**src/rtl/rsc_pkg.sv**
```systemverilog
/*
  Constants shared by the repeater slave control register block:
  register offsets, field positions, reset values, the SMBus slave
  address and the slave state encoding.
  Assumes every file names these constants as rsc_pkg::name.
*/
package rsc_pkg;

  // ==========================================================
  // register offsets (byte addresses on the SMBus)
  localparam logic [7:0] CRC_VALUE_OFS = 8'h05;
  localparam logic [7:0] SLAVE_CTRL_OFS = 8'h06;
  localparam logic [7:0] DIG_RESET_OFS = 8'h07;
  localparam logic [7:0] PIN_OVR_OFS = 8'h08;

  // ==========================================================
  // reset values
  localparam logic [7:0] CRC_VALUE_RST = 8'h00;
  localparam logic [7:0] SLAVE_CTRL_RST = 8'h10;
  localparam logic [7:0] DIG_RESET_RST = 8'h01;
  localparam logic [7:0] PIN_OVR_RST = 8'h00;

  // ==========================================================
  // field positions
  localparam int REG_ENABLE_BIT = 3;
  localparam int RESET_REGS_BIT = 6;
  localparam int RESET_MASTER_BIT = 5;
  localparam int OVR_THRESHOLD_BIT = 6;
  localparam int OVR_IDLE_BIT = 4;
  localparam int OVR_RX_DETECT_BIT = 3;
  localparam int OVR_MODE_BIT = 2;

  // ==========================================================
  // smbus slave address, 7 bits, value arbitrary
  localparam logic [6:0] SLAVE_ADDR = 7'h58;
  // bits in one smbus byte
  localparam logic [3:0] BYTE_BITS = 4'h8;
  // width of the synchronised pin vector
  localparam int PIN_W = 7;
  // idle level of synchronised pins: scl and sda high
  localparam logic [6:0] PIN_IDLE = 7'h03;

  // ==========================================================
  // smbus slave states
  typedef enum logic [3:0] {
    ST_IDLE,
    ST_ADDR,
    ST_ADDR_ACK,
    ST_REG,
    ST_REG_ACK,
    ST_WDAT,
    ST_WDAT_ACK,
    ST_RDAT,
    ST_RDAT_ACK
  } rsc_smb_state_e;

endpackage : rsc_pkg

```
**src/rtl/rsc_slave_regs.sv**
```systemverilog
/*
  SMBus slave and control registers of an eight-channel repeater:
  CRC value, slave register control, digital reset and control, and
  pin override control, plus the pin/register selection they steer.
  Assumes scl and the pins are asynchronous, the channel register
  file and CRC checker run on mclk_in, and SDA is open drain with an
  external pull-up resolved outside.
*/
`timescale 1ns/1ps
`default_nettype none

module rsc_slave_regs (
  // clock and reset
  input wire logic mclk_in,
  input wire logic sys_rst_in,
  // smbus pins
  input wire logic scl_in,
  input wire logic sda_in,
  output logic sda_out,
  output logic sda_oe_out,
  // device pins
  input wire logic signal_detect_threshold_pin_in,
  input wire logic signal_detect_in,
  input wire logic [1:0] receiver_presence_detect_pin_in,
  input wire logic mode_pin_in,
  // values from channel register file and crc checker
  input wire logic [7:0] expected_crc_in,
  input wire logic threshold_reg_in,
  input wire logic idle_reg_in,
  input wire logic [1:0] receiver_presence_detect_reg_in,
  input wire logic mode_reg_in,
  // steering outputs
  output logic channel_ctrl_enable_out,
  output logic threshold_sel_out,
  output logic idle_sel_out,
  output logic [1:0] receiver_presence_detect_sel_out,
  output logic mode_sel_out,
  // self-clearing reset pulses
  output logic regs_reset_out,
  output logic master_reset_out
);

  // ==========================================================
  // pin synchronisers
  logic [rsc_pkg::PIN_W-1:0] pins_s;
  logic scl_s;
  logic sda_s;

  rsc_pin_sync #(
    .W(rsc_pkg::PIN_W),
    .RST_VAL(rsc_pkg::PIN_IDLE)
  ) u_sync (
    .clk_in(mclk_in),
    .rst_in(sys_rst_in),
    .async_in({mode_pin_in, receiver_presence_detect_pin_in, signal_detect_in,
               signal_detect_threshold_pin_in, sda_in, scl_in}),
    .sync_out(pins_s)
  );

  assign scl_s = pins_s[0];
  assign sda_s = pins_s[1];

  // ==========================================================
  // bus condition detection on the synchronised levels
  logic scl_prev_q;
  logic sda_prev_q;
  logic scl_rise;
  logic scl_fall;
  logic bus_start;
  logic bus_stop;

  // remember last levels to find edges
  always_ff @(posedge mclk_in) begin
    if (sys_rst_in) begin
      scl_prev_q <= 1'b1;
      sda_prev_q <= 1'b1;
    end else begin
      scl_prev_q <= scl_s;
      sda_prev_q <= sda_s;
    end
  end

  // start and stop are sda edges while scl stays high
  always_comb begin
    scl_rise = scl_s & ~scl_prev_q;
    scl_fall = ~scl_s & scl_prev_q;
    bus_start = scl_s & scl_prev_q & sda_prev_q & ~sda_s;
    bus_stop = scl_s & scl_prev_q & ~sda_prev_q & sda_s;
  end

  // ==========================================================
  // smbus slave state
  rsc_pkg::rsc_smb_state_e state_q, state_d;
  logic [7:0] shift_q, shift_d;
  logic [3:0] bit_cnt_q, bit_cnt_d;
  logic [7:0] ptr_q, ptr_d;
  logic host_ack_q, host_ack_d;
  logic sda_oe_q, sda_oe_d;
  logic wr_en;
  logic [7:0] rd_data;

  // register contents
  logic [7:0] crc_value_q, crc_value_d;
  logic [7:0] slave_ctrl_q, slave_ctrl_d;
  logic [7:0] dig_reset_q, dig_reset_d;
  logic [7:0] pin_ovr_q, pin_ovr_d;

  // read mux; unmapped offsets read as zero
  always_comb begin
    unique case (ptr_q)
      rsc_pkg::CRC_VALUE_OFS: rd_data = crc_value_q;
      rsc_pkg::SLAVE_CTRL_OFS: rd_data = slave_ctrl_q;
      rsc_pkg::DIG_RESET_OFS: rd_data = dig_reset_q;
      rsc_pkg::PIN_OVR_OFS: rd_data = pin_ovr_q;
      default: rd_data = 8'h00;
    endcase
  end

  // slave next state; a byte is every 8 scl rises, acks driven after falls
  always_comb begin
    state_d = state_q;
    shift_d = shift_q;
    bit_cnt_d = bit_cnt_q;
    ptr_d = ptr_q;
    host_ack_d = host_ack_q;
    sda_oe_d = sda_oe_q;
    wr_en = 1'b0;
    if (bus_start) begin
      // repeated start is legal from any state
      state_d = rsc_pkg::ST_ADDR;
      bit_cnt_d = 4'h0;
      sda_oe_d = 1'b0;
    end else if (bus_stop) begin
      state_d = rsc_pkg::ST_IDLE;
      sda_oe_d = 1'b0;
    end else begin
      unique case (state_q)
        rsc_pkg::ST_IDLE: begin
          sda_oe_d = 1'b0;
        end
        // receive address, register and data bytes
        rsc_pkg::ST_ADDR, rsc_pkg::ST_REG, rsc_pkg::ST_WDAT: begin
          if (scl_rise && bit_cnt_q != rsc_pkg::BYTE_BITS) begin
            shift_d = {shift_q[6:0], sda_s};
            bit_cnt_d = bit_cnt_q + 4'h1;
          end else if (scl_fall && bit_cnt_q == rsc_pkg::BYTE_BITS) begin
            bit_cnt_d = 4'h0;
            if (state_q == rsc_pkg::ST_ADDR) begin
              // foreign address: stay off the bus until next start
              if (shift_q[7:1] == rsc_pkg::SLAVE_ADDR) begin
                state_d = rsc_pkg::ST_ADDR_ACK;
                sda_oe_d = 1'b1;
              end else begin
                state_d = rsc_pkg::ST_IDLE;
              end
            end else if (state_q == rsc_pkg::ST_REG) begin
              ptr_d = shift_q;
              state_d = rsc_pkg::ST_REG_ACK;
              sda_oe_d = 1'b1;
            end else begin
              // data byte commits as its ack starts
              wr_en = 1'b1;
              state_d = rsc_pkg::ST_WDAT_ACK;
              sda_oe_d = 1'b1;
            end
          end
        end
        rsc_pkg::ST_ADDR_ACK: begin
          if (scl_fall) begin
            if (shift_q[0]) begin
              // read: first data bit goes out on this fall
              state_d = rsc_pkg::ST_RDAT;
              // pointer steps as each byte loads, so an acked byte reads the next offset
              ptr_d = ptr_q + 8'h01;
              shift_d = {rd_data[6:0], 1'b0};
              sda_oe_d = ~rd_data[7];
              bit_cnt_d = 4'h1;
            end else begin
              state_d = rsc_pkg::ST_REG;
              sda_oe_d = 1'b0;
            end
          end
        end
        rsc_pkg::ST_REG_ACK: begin
          if (scl_fall) begin
            state_d = rsc_pkg::ST_WDAT;
            sda_oe_d = 1'b0;
          end
        end
        rsc_pkg::ST_WDAT_ACK: begin
          if (scl_fall) begin
            // further bytes of the same write go to the next offset
            ptr_d = ptr_q + 8'h01;
            state_d = rsc_pkg::ST_WDAT;
            sda_oe_d = 1'b0;
          end
        end
        rsc_pkg::ST_RDAT: begin
          if (scl_fall) begin
            if (bit_cnt_q == rsc_pkg::BYTE_BITS) begin
              state_d = rsc_pkg::ST_RDAT_ACK;
              sda_oe_d = 1'b0;
            end else begin
              sda_oe_d = ~shift_q[7];
              shift_d = {shift_q[6:0], 1'b0};
              bit_cnt_d = bit_cnt_q + 4'h1;
            end
          end
        end
        rsc_pkg::ST_RDAT_ACK: begin
          if (scl_rise) begin
            host_ack_d = ~sda_s;
          end else if (scl_fall) begin
            if (host_ack_q) begin
              ptr_d = ptr_q + 8'h01;
              state_d = rsc_pkg::ST_RDAT;
              shift_d = {rd_data[6:0], 1'b0};
              sda_oe_d = ~rd_data[7];
              bit_cnt_d = 4'h1;
            end else begin
              // nack ends the read; wait for stop
              state_d = rsc_pkg::ST_IDLE;
            end
          end
        end
        default: begin
          state_d = rsc_pkg::ST_IDLE;
          sda_oe_d = 1'b0;
        end
      endcase
    end
  end

  // register slave state
  always_ff @(posedge mclk_in) begin
    if (sys_rst_in) begin
      state_q <= rsc_pkg::ST_IDLE;
      shift_q <= 8'h00;
      bit_cnt_q <= 4'h0;
      ptr_q <= 8'h00;
      host_ack_q <= 1'b0;
      sda_oe_q <= 1'b0;
    end else begin
      state_q <= state_d;
      shift_q <= shift_d;
      bit_cnt_q <= bit_cnt_d;
      ptr_q <= ptr_d;
      host_ack_q <= host_ack_d;
      sda_oe_q <= sda_oe_d;
    end
  end

  // ==========================================================
  // control registers
  logic regs_reset_d;
  logic master_reset_d;

  // self-clearing bits act one cycle after the write, then drop
  always_comb begin
    crc_value_d = crc_value_q;
    slave_ctrl_d = slave_ctrl_q;
    dig_reset_d = dig_reset_q;
    pin_ovr_d = pin_ovr_q;
    regs_reset_d = 1'b0;
    master_reset_d = 1'b0;
    if (dig_reset_q[rsc_pkg::RESET_MASTER_BIT]) begin
      master_reset_d = 1'b1;
      dig_reset_d[rsc_pkg::RESET_MASTER_BIT] = 1'b0;
    end
    if (dig_reset_q[rsc_pkg::RESET_REGS_BIT]) begin
      regs_reset_d = 1'b1;
      crc_value_d = rsc_pkg::CRC_VALUE_RST;
      slave_ctrl_d = rsc_pkg::SLAVE_CTRL_RST;
      dig_reset_d = rsc_pkg::DIG_RESET_RST;
      pin_ovr_d = rsc_pkg::PIN_OVR_RST;
    end
    // a new write lands after the clear so it is never lost
    if (wr_en) begin
      unique case (ptr_q)
        rsc_pkg::CRC_VALUE_OFS: crc_value_d = shift_q;
        rsc_pkg::SLAVE_CTRL_OFS: slave_ctrl_d = shift_q;
        rsc_pkg::DIG_RESET_OFS: dig_reset_d = shift_q;
        rsc_pkg::PIN_OVR_OFS: pin_ovr_d = shift_q;
        // unmapped offset: acked on the bus, dropped here
        default: begin
        end
      endcase
    end
  end

  // register the control bank
  always_ff @(posedge mclk_in) begin
    if (sys_rst_in) begin
      crc_value_q <= rsc_pkg::CRC_VALUE_RST;
      slave_ctrl_q <= rsc_pkg::SLAVE_CTRL_RST;
      dig_reset_q <= rsc_pkg::DIG_RESET_RST;
      pin_ovr_q <= rsc_pkg::PIN_OVR_RST;
    end else begin
      crc_value_q <= crc_value_d;
      slave_ctrl_q <= slave_ctrl_d;
      dig_reset_q <= dig_reset_d;
      pin_ovr_q <= pin_ovr_d;
    end
  end

  // ==========================================================
  // steering outputs, all registered
  logic ch_en_q, ch_en_d;
  logic thr_q, thr_d;
  logic idle_q, idle_d;
  logic [1:0] rxd_q, rxd_d;
  logic mode_q, mode_d;
  logic regs_rst_q;
  logic master_rst_q;

  // channel enable from crc match or enable bit; pin or register selection per override bit
  always_comb begin
    ch_en_d = slave_ctrl_q[rsc_pkg::REG_ENABLE_BIT] | (crc_value_q == expected_crc_in);
    thr_d = pin_ovr_q[rsc_pkg::OVR_THRESHOLD_BIT] ? threshold_reg_in : pins_s[2];
    idle_d = pin_ovr_q[rsc_pkg::OVR_IDLE_BIT] ? idle_reg_in : ~pins_s[3];
    rxd_d = pin_ovr_q[rsc_pkg::OVR_RX_DETECT_BIT] ? receiver_presence_detect_reg_in : pins_s[5:4];
    mode_d = pin_ovr_q[rsc_pkg::OVR_MODE_BIT] ? mode_reg_in : pins_s[6];
  end

  // register steering and pulses
  always_ff @(posedge mclk_in) begin
    if (sys_rst_in) begin
      ch_en_q <= 1'b0;
      thr_q <= 1'b0;
      idle_q <= 1'b0;
      rxd_q <= 2'h0;
      mode_q <= 1'b0;
      regs_rst_q <= 1'b0;
      master_rst_q <= 1'b0;
    end else begin
      ch_en_q <= ch_en_d;
      thr_q <= thr_d;
      idle_q <= idle_d;
      rxd_q <= rxd_d;
      mode_q <= mode_d;
      regs_rst_q <= regs_reset_d;
      master_rst_q <= master_reset_d;
    end
  end

  // open drain: data level fixed low, enable does the signalling
  always_ff @(posedge mclk_in) begin
    sda_out <= 1'b0;
  end

  assign sda_oe_out = sda_oe_q;
  assign channel_ctrl_enable_out = ch_en_q;
  assign threshold_sel_out = thr_q;
  assign idle_sel_out = idle_q;
  assign receiver_presence_detect_sel_out = rxd_q;
  assign mode_sel_out = mode_q;
  assign regs_reset_out = regs_rst_q;
  assign master_reset_out = master_rst_q;

endmodule : rsc_slave_regs

`default_nettype wire

```
**src/rtl/rsc_pin_sync.sv**
```systemverilog
/*
  Two-flop synchroniser for a vector of pin inputs.
  Assumes a single clock and a synchronous active-high reset; the
  reset value per bit is given by a parameter.
*/
`timescale 1ns/1ps
`default_nettype none

module rsc_pin_sync #(
  parameter int W = 1,
  parameter logic [W-1:0] RST_VAL = '0
) (
  // clock and reset
  input wire logic clk_in,
  input wire logic rst_in,
  // pins in, synchronised out
  input wire logic [W-1:0] async_in,
  output logic [W-1:0] sync_out
);

  // ==========================================================
  // per-bit two-stage chain; stage one feeds stage two only
  genvar i;
  generate
    for (i = 0; i < W; i++) begin : g_bit
      logic meta_q;
      logic meta_d;
      logic stab_q;
      logic stab_d;
      // next values of the chain
      always_comb begin
        meta_d = async_in[i];
        stab_d = meta_q;
      end
      // register the chain
      always_ff @(posedge clk_in) begin
        if (rst_in) begin
          meta_q <= RST_VAL[i];
          stab_q <= RST_VAL[i];
        end else begin
          meta_q <= meta_d;
          stab_q <= stab_d;
        end
      end
      assign sync_out[i] = stab_q;
    end
  endgenerate

endmodule : rsc_pin_sync

`default_nettype wire

```
**config.mk**
```make
export PLATFORM = sky130hd
export DESIGN_NAME = rsc_slave_regs
export DESIGN_NICKNAME = d
export VERILOG_FILES = /design/src/rtl/rsc_pkg.sv /design/src/rtl/rsc_slave_regs.sv /design/src/rtl/rsc_pin_sync.sv
export SDC_FILE = /design/constraint.sdc
export NUM_CORES = 1
export LEC_CHECK = 0
export ABC_AREA = 1
export BUFFER_PORTS_ARGS = -buffer_cell sky130_fd_sc_hd__buf_4
export CORE_MARGIN = 5
export CORE_UTILIZATION = 35
export CTS_CLUSTER_SIZE = 25
export DETAILED_ROUTE_END_ITERATION = 8
export GPL_TIMING_DRIVEN = 1
export PLACE_DENSITY_LB_ADDON = 0.25
export SLEW_MARGIN = 20
export SYNTH_ARGS = -nofsm -noshare
export SYNTH_HDL_FRONTEND = slang
export SYNTH_SLANG_ARGS = --single-unit
```
**constraint.sdc**
```tcl
create_clock -name mclk_in -period 3.9 [get_ports mclk_in]
set_input_delay 0.78 -clock mclk_in [delete_from_list [all_inputs] [get_ports mclk_in]]
set_output_delay 0.78 -clock mclk_in [all_outputs]
set_load 0.02 [all_outputs]
```
# == Word-level counts from Yosys, hierarchy flattened ==
# Cells that the tools add are included.
# totals
register_bits,82
input_bits,22
output_inout_bits,10
elab_cells,199
# op_classes
add_sub_neg,2
n_eq_ne,42
n_mux,85
bitwise,18
n_reduce_logical,17
# op_table
operator,n
2-to-1 mux 8 bit,30
one-hot mux 8 bit (4 select lines),3
2-to-1 mux 4 bit,18
"inequality test 4 bit, second input constant",8
"inequality test 2 bit, second input constant",14
AND reduction 9 bit,3
2-to-1 mux 1 bit,26
"equality test 8 x 3 -> 1 bit, second input constant",3
one-hot mux 4 bit (6 select lines),1
AND reduction 10 bit,2
"equality test 4 x 3 -> 1 bit, second input constant",4
one-hot mux 4 bit (4 select lines),1
AND reduction 13 bit,1
AND reduction 11 bit,1
inverter 1 bit,10
"inequality test 3 bit, second input constant",3
"adder 8 x 1 -> 8 bit, second input constant",1
"equality test 4 x 2 -> 1 bit, second input constant",2
"equality test 4 bit, second input constant",2
"equality test 8 x 4 -> 1 bit, second input constant",1
equality test 8 bit,1
nonzero test 4 bit,2
bitwise AND 1 bit,7
"equality test 7 bit, second input constant",1
13 further kinds,19

# == Depth between registers and ports, before layout ==
# logic_depth
word_depth,9
depth_mapped,12
depth_no_buf,12

# == Modules after synthesis ==
# A second synthesis with hierarchy kept.
# hier_totals
hier_cells,639
hier_area_um2,4204.0
# modules_own_cells
module,instances,cells_per_inst,area_each_um2,seq_area_each_um2
rsc_slave_regs,1,588,3751.1,1361.3
rsc_pin_sync,1,51,452.9,280.3

# == Least setup slack after synthesis ==
# Ideal clock, no wire load.
# synth_path
path_kind,reg2reg
startpoint,register bit_cnt_q[0]
endpoint,register shift_q[1]
setup_time_ns,0.113
t_arrival_ns,1.543
t_required_ns,3.787
slack_ns,2.244
path_stages_with_launch,12
path_buffers,1
period_less_slack_ns,1.656
cell_sequence,dfxtp_1 -> inv_1 -> ha_1 -> nand3_1 -> nand2_1 -> nand2_1 -> inv_2 -> nor2_2 -> nand4_4 -> buf_4 -> nor2_1 -> nor2_1
# synth_between
elab_chain_cells,4
elab_cells_between_ends,6
classes_between,4 x eq/ne; 2 x reduce/logical
# synth_lines
element,line_no,source
from (decl),rsc_slave_regs.sv:95,"logic [3:0] bit_cnt_q, bit_cnt_d;"
from (signal assigned),rsc_slave_regs.sv:246,bit_cnt_q <= bit_cnt_d;
inequality test 4 bit,rsc_slave_regs.sv:143,if (scl_rise && bit_cnt_q != rsc_pkg::BYTE_BITS) begin
logical AND 1 bit,rsc_slave_regs.sv:143,
inequality test 2 bit (no line),--,
AND reduction 11 bit (no line) *,--,
to (signal assigned),rsc_slave_regs.sv:245,shift_q <= shift_d;
to (decl),rsc_slave_regs.sv:94,"logic [7:0] shift_q, shift_d;"
# Mark *: on every way between the ends. The rest lies on a longest branch, timed or not.
# A chain may end at the register's enable or synchronous reset.

# == Worst setup path after layout ==
# layout_path
startpoint,register bit_cnt_q[0]
endpoint,register pin_ovr_q[5]
# layout_between
elab_chain_cells,8
elab_cells_between_ends,10
classes_between,2 x eq/ne; 6 x mux; 2 x reduce/logical
# layout_lines
element,line_no,source
equality test 4 bit,rsc_slave_regs.sv:146,end else if (scl_fall && bit_cnt_q == rsc_pkg::BYTE_BITS) begin
logical AND 1 bit,rsc_slave_regs.sv:146,
2-to-1 mux 1 bit,rsc_slave_regs.sv:146,
2-to-1 mux 1 bit *,rsc_slave_regs.sv:143,
2-to-1 mux 1 bit *,rsc_slave_regs.sv:137,unique case (state_q)
2-to-1 mux 1 bit *,rsc_slave_regs.sv:133,end else if (bus_stop) begin
2-to-1 mux 1 bit *,rsc_slave_regs.sv:128,if (bus_start) begin
2-to-1 mux 8 bit *,rsc_slave_regs.sv:278,if (wr_en) begin
to (signal assigned),rsc_slave_regs.sv:297,pin_ovr_q <= rsc_pkg::PIN_OVR_RST;
to (signal assigned),rsc_slave_regs.sv:302,pin_ovr_q <= pin_ovr_d;
to (decl),rsc_slave_regs.sv:106,"logic [7:0] pin_ovr_q, pin_ovr_d;"
# Marked as above.

==> out/results.txt <==
outcome = finished, final reports clean
critical path launch point type = register
CTS resizes = 0
RSZ-0062 raised after global routing = no
Synth Register Bits = 82
WL/cell = 13.3 um
Setup crit end kind = register
Mean Syn Cell Area = 6.72 um^2
top achievable clock speed = 0.502 GHz
Port Buffers = 30
# hold bufs at CTS = 0
Min-Delay Path Class = reg -> reg
final setup fails = 0
relative slew slack = 0.501
first-pass GRT wire length = 17600 um
crit-path most repeated cell = nand2_1
Rows = 39
post-route insts no fill = 782
CTS tree = built
largest net degree at the start of global routing = 50
Synth warnings = 0
initial cell density of the core = 0.357
sequential share of the synthesized area = 0.401
top post-synthesis cells by area = dfxtp_1, nand2_1, nor2_1
Die Y = 118 um
Placed Instance Area = 4430 um^2
drt via density = 4.91
Slew Limit Fails = 0
CTS sink count = 82
Via Count = 3839
final WL = 10400 um
most instantiated cells after synthesis = nand2_1, dfxtp_1, nor2_1
detailed placer's ending HPWL = 7540 um
worst skew pair latency = 340 ps
synthesis-to-layout area growth = 15.5%
Pwr Density = 607 nW/um^2
Global Route Usage Sum = 0.150
Syn Inst Count = 609
pre-CTS setup slack = 1940 ps
Peak supply drop = 0.202 mV
vias in the first global route = 3654
Inst Count DP = 766
drt drc = 0
initial antenna violation count = 0
Mapped Area = 4100 um^2
fillers = 1197
top_reg_cell synth = dfxtp_1
CTS max path bufs = 2
slew of the pin with the lowest slew margin = 748 ps
post-route setup slack = 1910 ps
DIE WIDTH = 118 um
critical path class = reg -> reg
number of nets in the layout = 662
1st-iter DRT viols = 347
Fin. Hold Viols = 0
area share of the largest cell type after synthesis = 0.401
R2R Setup Slk = 1910 ps
Leak = 2.10 nW
Core Region = 11500 um^2
diode count = 0
CP arrival = 2190 ps
max incr delay on CP = 350 ps
die area = 14000 um^2
CP cell instances = inv_1, ha_1, nand2_1, nor2_1, nand2_1, nor2_2, nand2_1, o21ai_0, a21oi_1
syn nets = 637
EDFF count, synth = 0
CP max-delay cell = dfxtp_1
final instance area = 4730 um^2
Num CTS Buffers = 9
Placer Congestion = 0.936
GR Overflow Total = 0
post-synth cell types = 34
min cycle time layout = 1990 ps
layout cell share with drive strength beyond 1 = 0.136
Async SR Flop Fraction = 0
setup_tns = 0 ps
post-CTS setup buffers = 0
clock-pin slew on the worst setup and hold paths = 60 ps
Tcrit/Tclk final = 0.511
Max Cap Viol = 0
Clock Skews = 3.80 ps
root buffer cell = clkbuf_16
CP max FO = 16
DRT Pass-1 Iters = 5
largest area contributor in the netlist = dfxtp_1
H-tree Lvls = 3
Final ANT Viol Nets = 0
# IOs = 32
WHS = 404 ps
Final Power = 2.87 mW
utilization after layout = 0.412
Critical Path RT = 4100 ps
top-count cell post-synth = nand2_1
==> where the power goes <==
part	switching [mW]	internal, mW	total [mW]
clock	0.353	0.515	0.868
combinational	0.623	0.306	0.929
sequential	0.142	0.933	1.08
==> worst paths after layout <==
check / from / endpoint / cells past startpoint
max: bit_cnt_q[0]$_SDFFE_PP0P_ / pin_ovr_q[5]$_SDFF_PP0_ / 9
min: u_sync.g_bit[3].meta_q$_SDFF_PP0_ / u_sync.g_bit[3].stab_q$_SDFF_PP0_ / 2
max reg2reg: bit_cnt_q[0]$_SDFFE_PP0P_ / pin_ovr_q[5]$_SDFF_PP0_ / 9
min reg2reg: u_sync.g_bit[3].meta_q$_SDFF_PP0_ / u_sync.g_bit[3].stab_q$_SDFF_PP0_ / 2
==> cell type report <==
type | instances | area, um^2 | area share
Multi-Input combinational cell | 454 | 2160 | 0.458
Sequential cell | 82 | 1640 | 0.347
Clock buffer | 10 | 239 | 0.0505
Timing Repair Buffer | 31 | 233 | 0.0492
Inverter | 56 | 210 | 0.0445
Tap cell | 143 | 179 | 0.0378
Clock inverter | 6 | 62.6 | 0.0132
==> worst max-delay path, delay by kind of cell (launching register included) <==
family	cells	cell delay, ps
AOI/OAI and AO/OA	2	380
adders and majority gates	1	180
buffers and inverters	1	110
DFF	1	350
and+or+nand+nor	5	830
==> state kept, by name, summed over array words and instances (netlist names), 2 cells and up <==
signal	count
slave_ctrl_q	8
crc_value_q	8
pin_ovr_q	8
shift_q	8
u_sync.g_bit.meta_q	7
receiver_presence_detect_sel_out	2
dig_reset_q	8
ptr_q	8
u_sync.g_bit.stab_q	7
state_q	4
bit_cnt_q	4
==> cells by family after synthesis <==
group | count (synthesis) | share of synthesized area
xor+xnor | 9 | 0.0192
buf+inv | 73 | 0.0709
simple gates | 338 | 0.362
compound gates | 100 | 0.128
fa+ha+maj | 6 | 0.0183
flops | 82 | 0.401
other cells | 1 | 0.000916
==> layer usage <==
metal | part of all wire | wire length [um] | track usage | vias up
met5 | 0 | 0 | 0 | -
met4 | 0.023 | 238 | 0.0638 | 0
met3 | 0.047 | 488 | 0.0296 | 19
met2 | 0.46 | 4760 | 0.254 | 94
met1 | 0.47 | 4900 | 0.186 | 1723
li1 | - | - | - | 2003
==> layout by cell type, fill, tap and decap left out, drive strengths merged, types with 2 or more instances in the layout <==
master	count
a21oi	40
a31oi	2
and2	2
buf	31
clkbuf	10
clkinv	3
dfxtp	82
ha	6
inv	58
nand2	174
nand3	38
nand4	16
nor2	95
nor3	3
o21ai	54
or2	8
xnor2	2
xor2	7
Power figures use the tool's default switching activity.
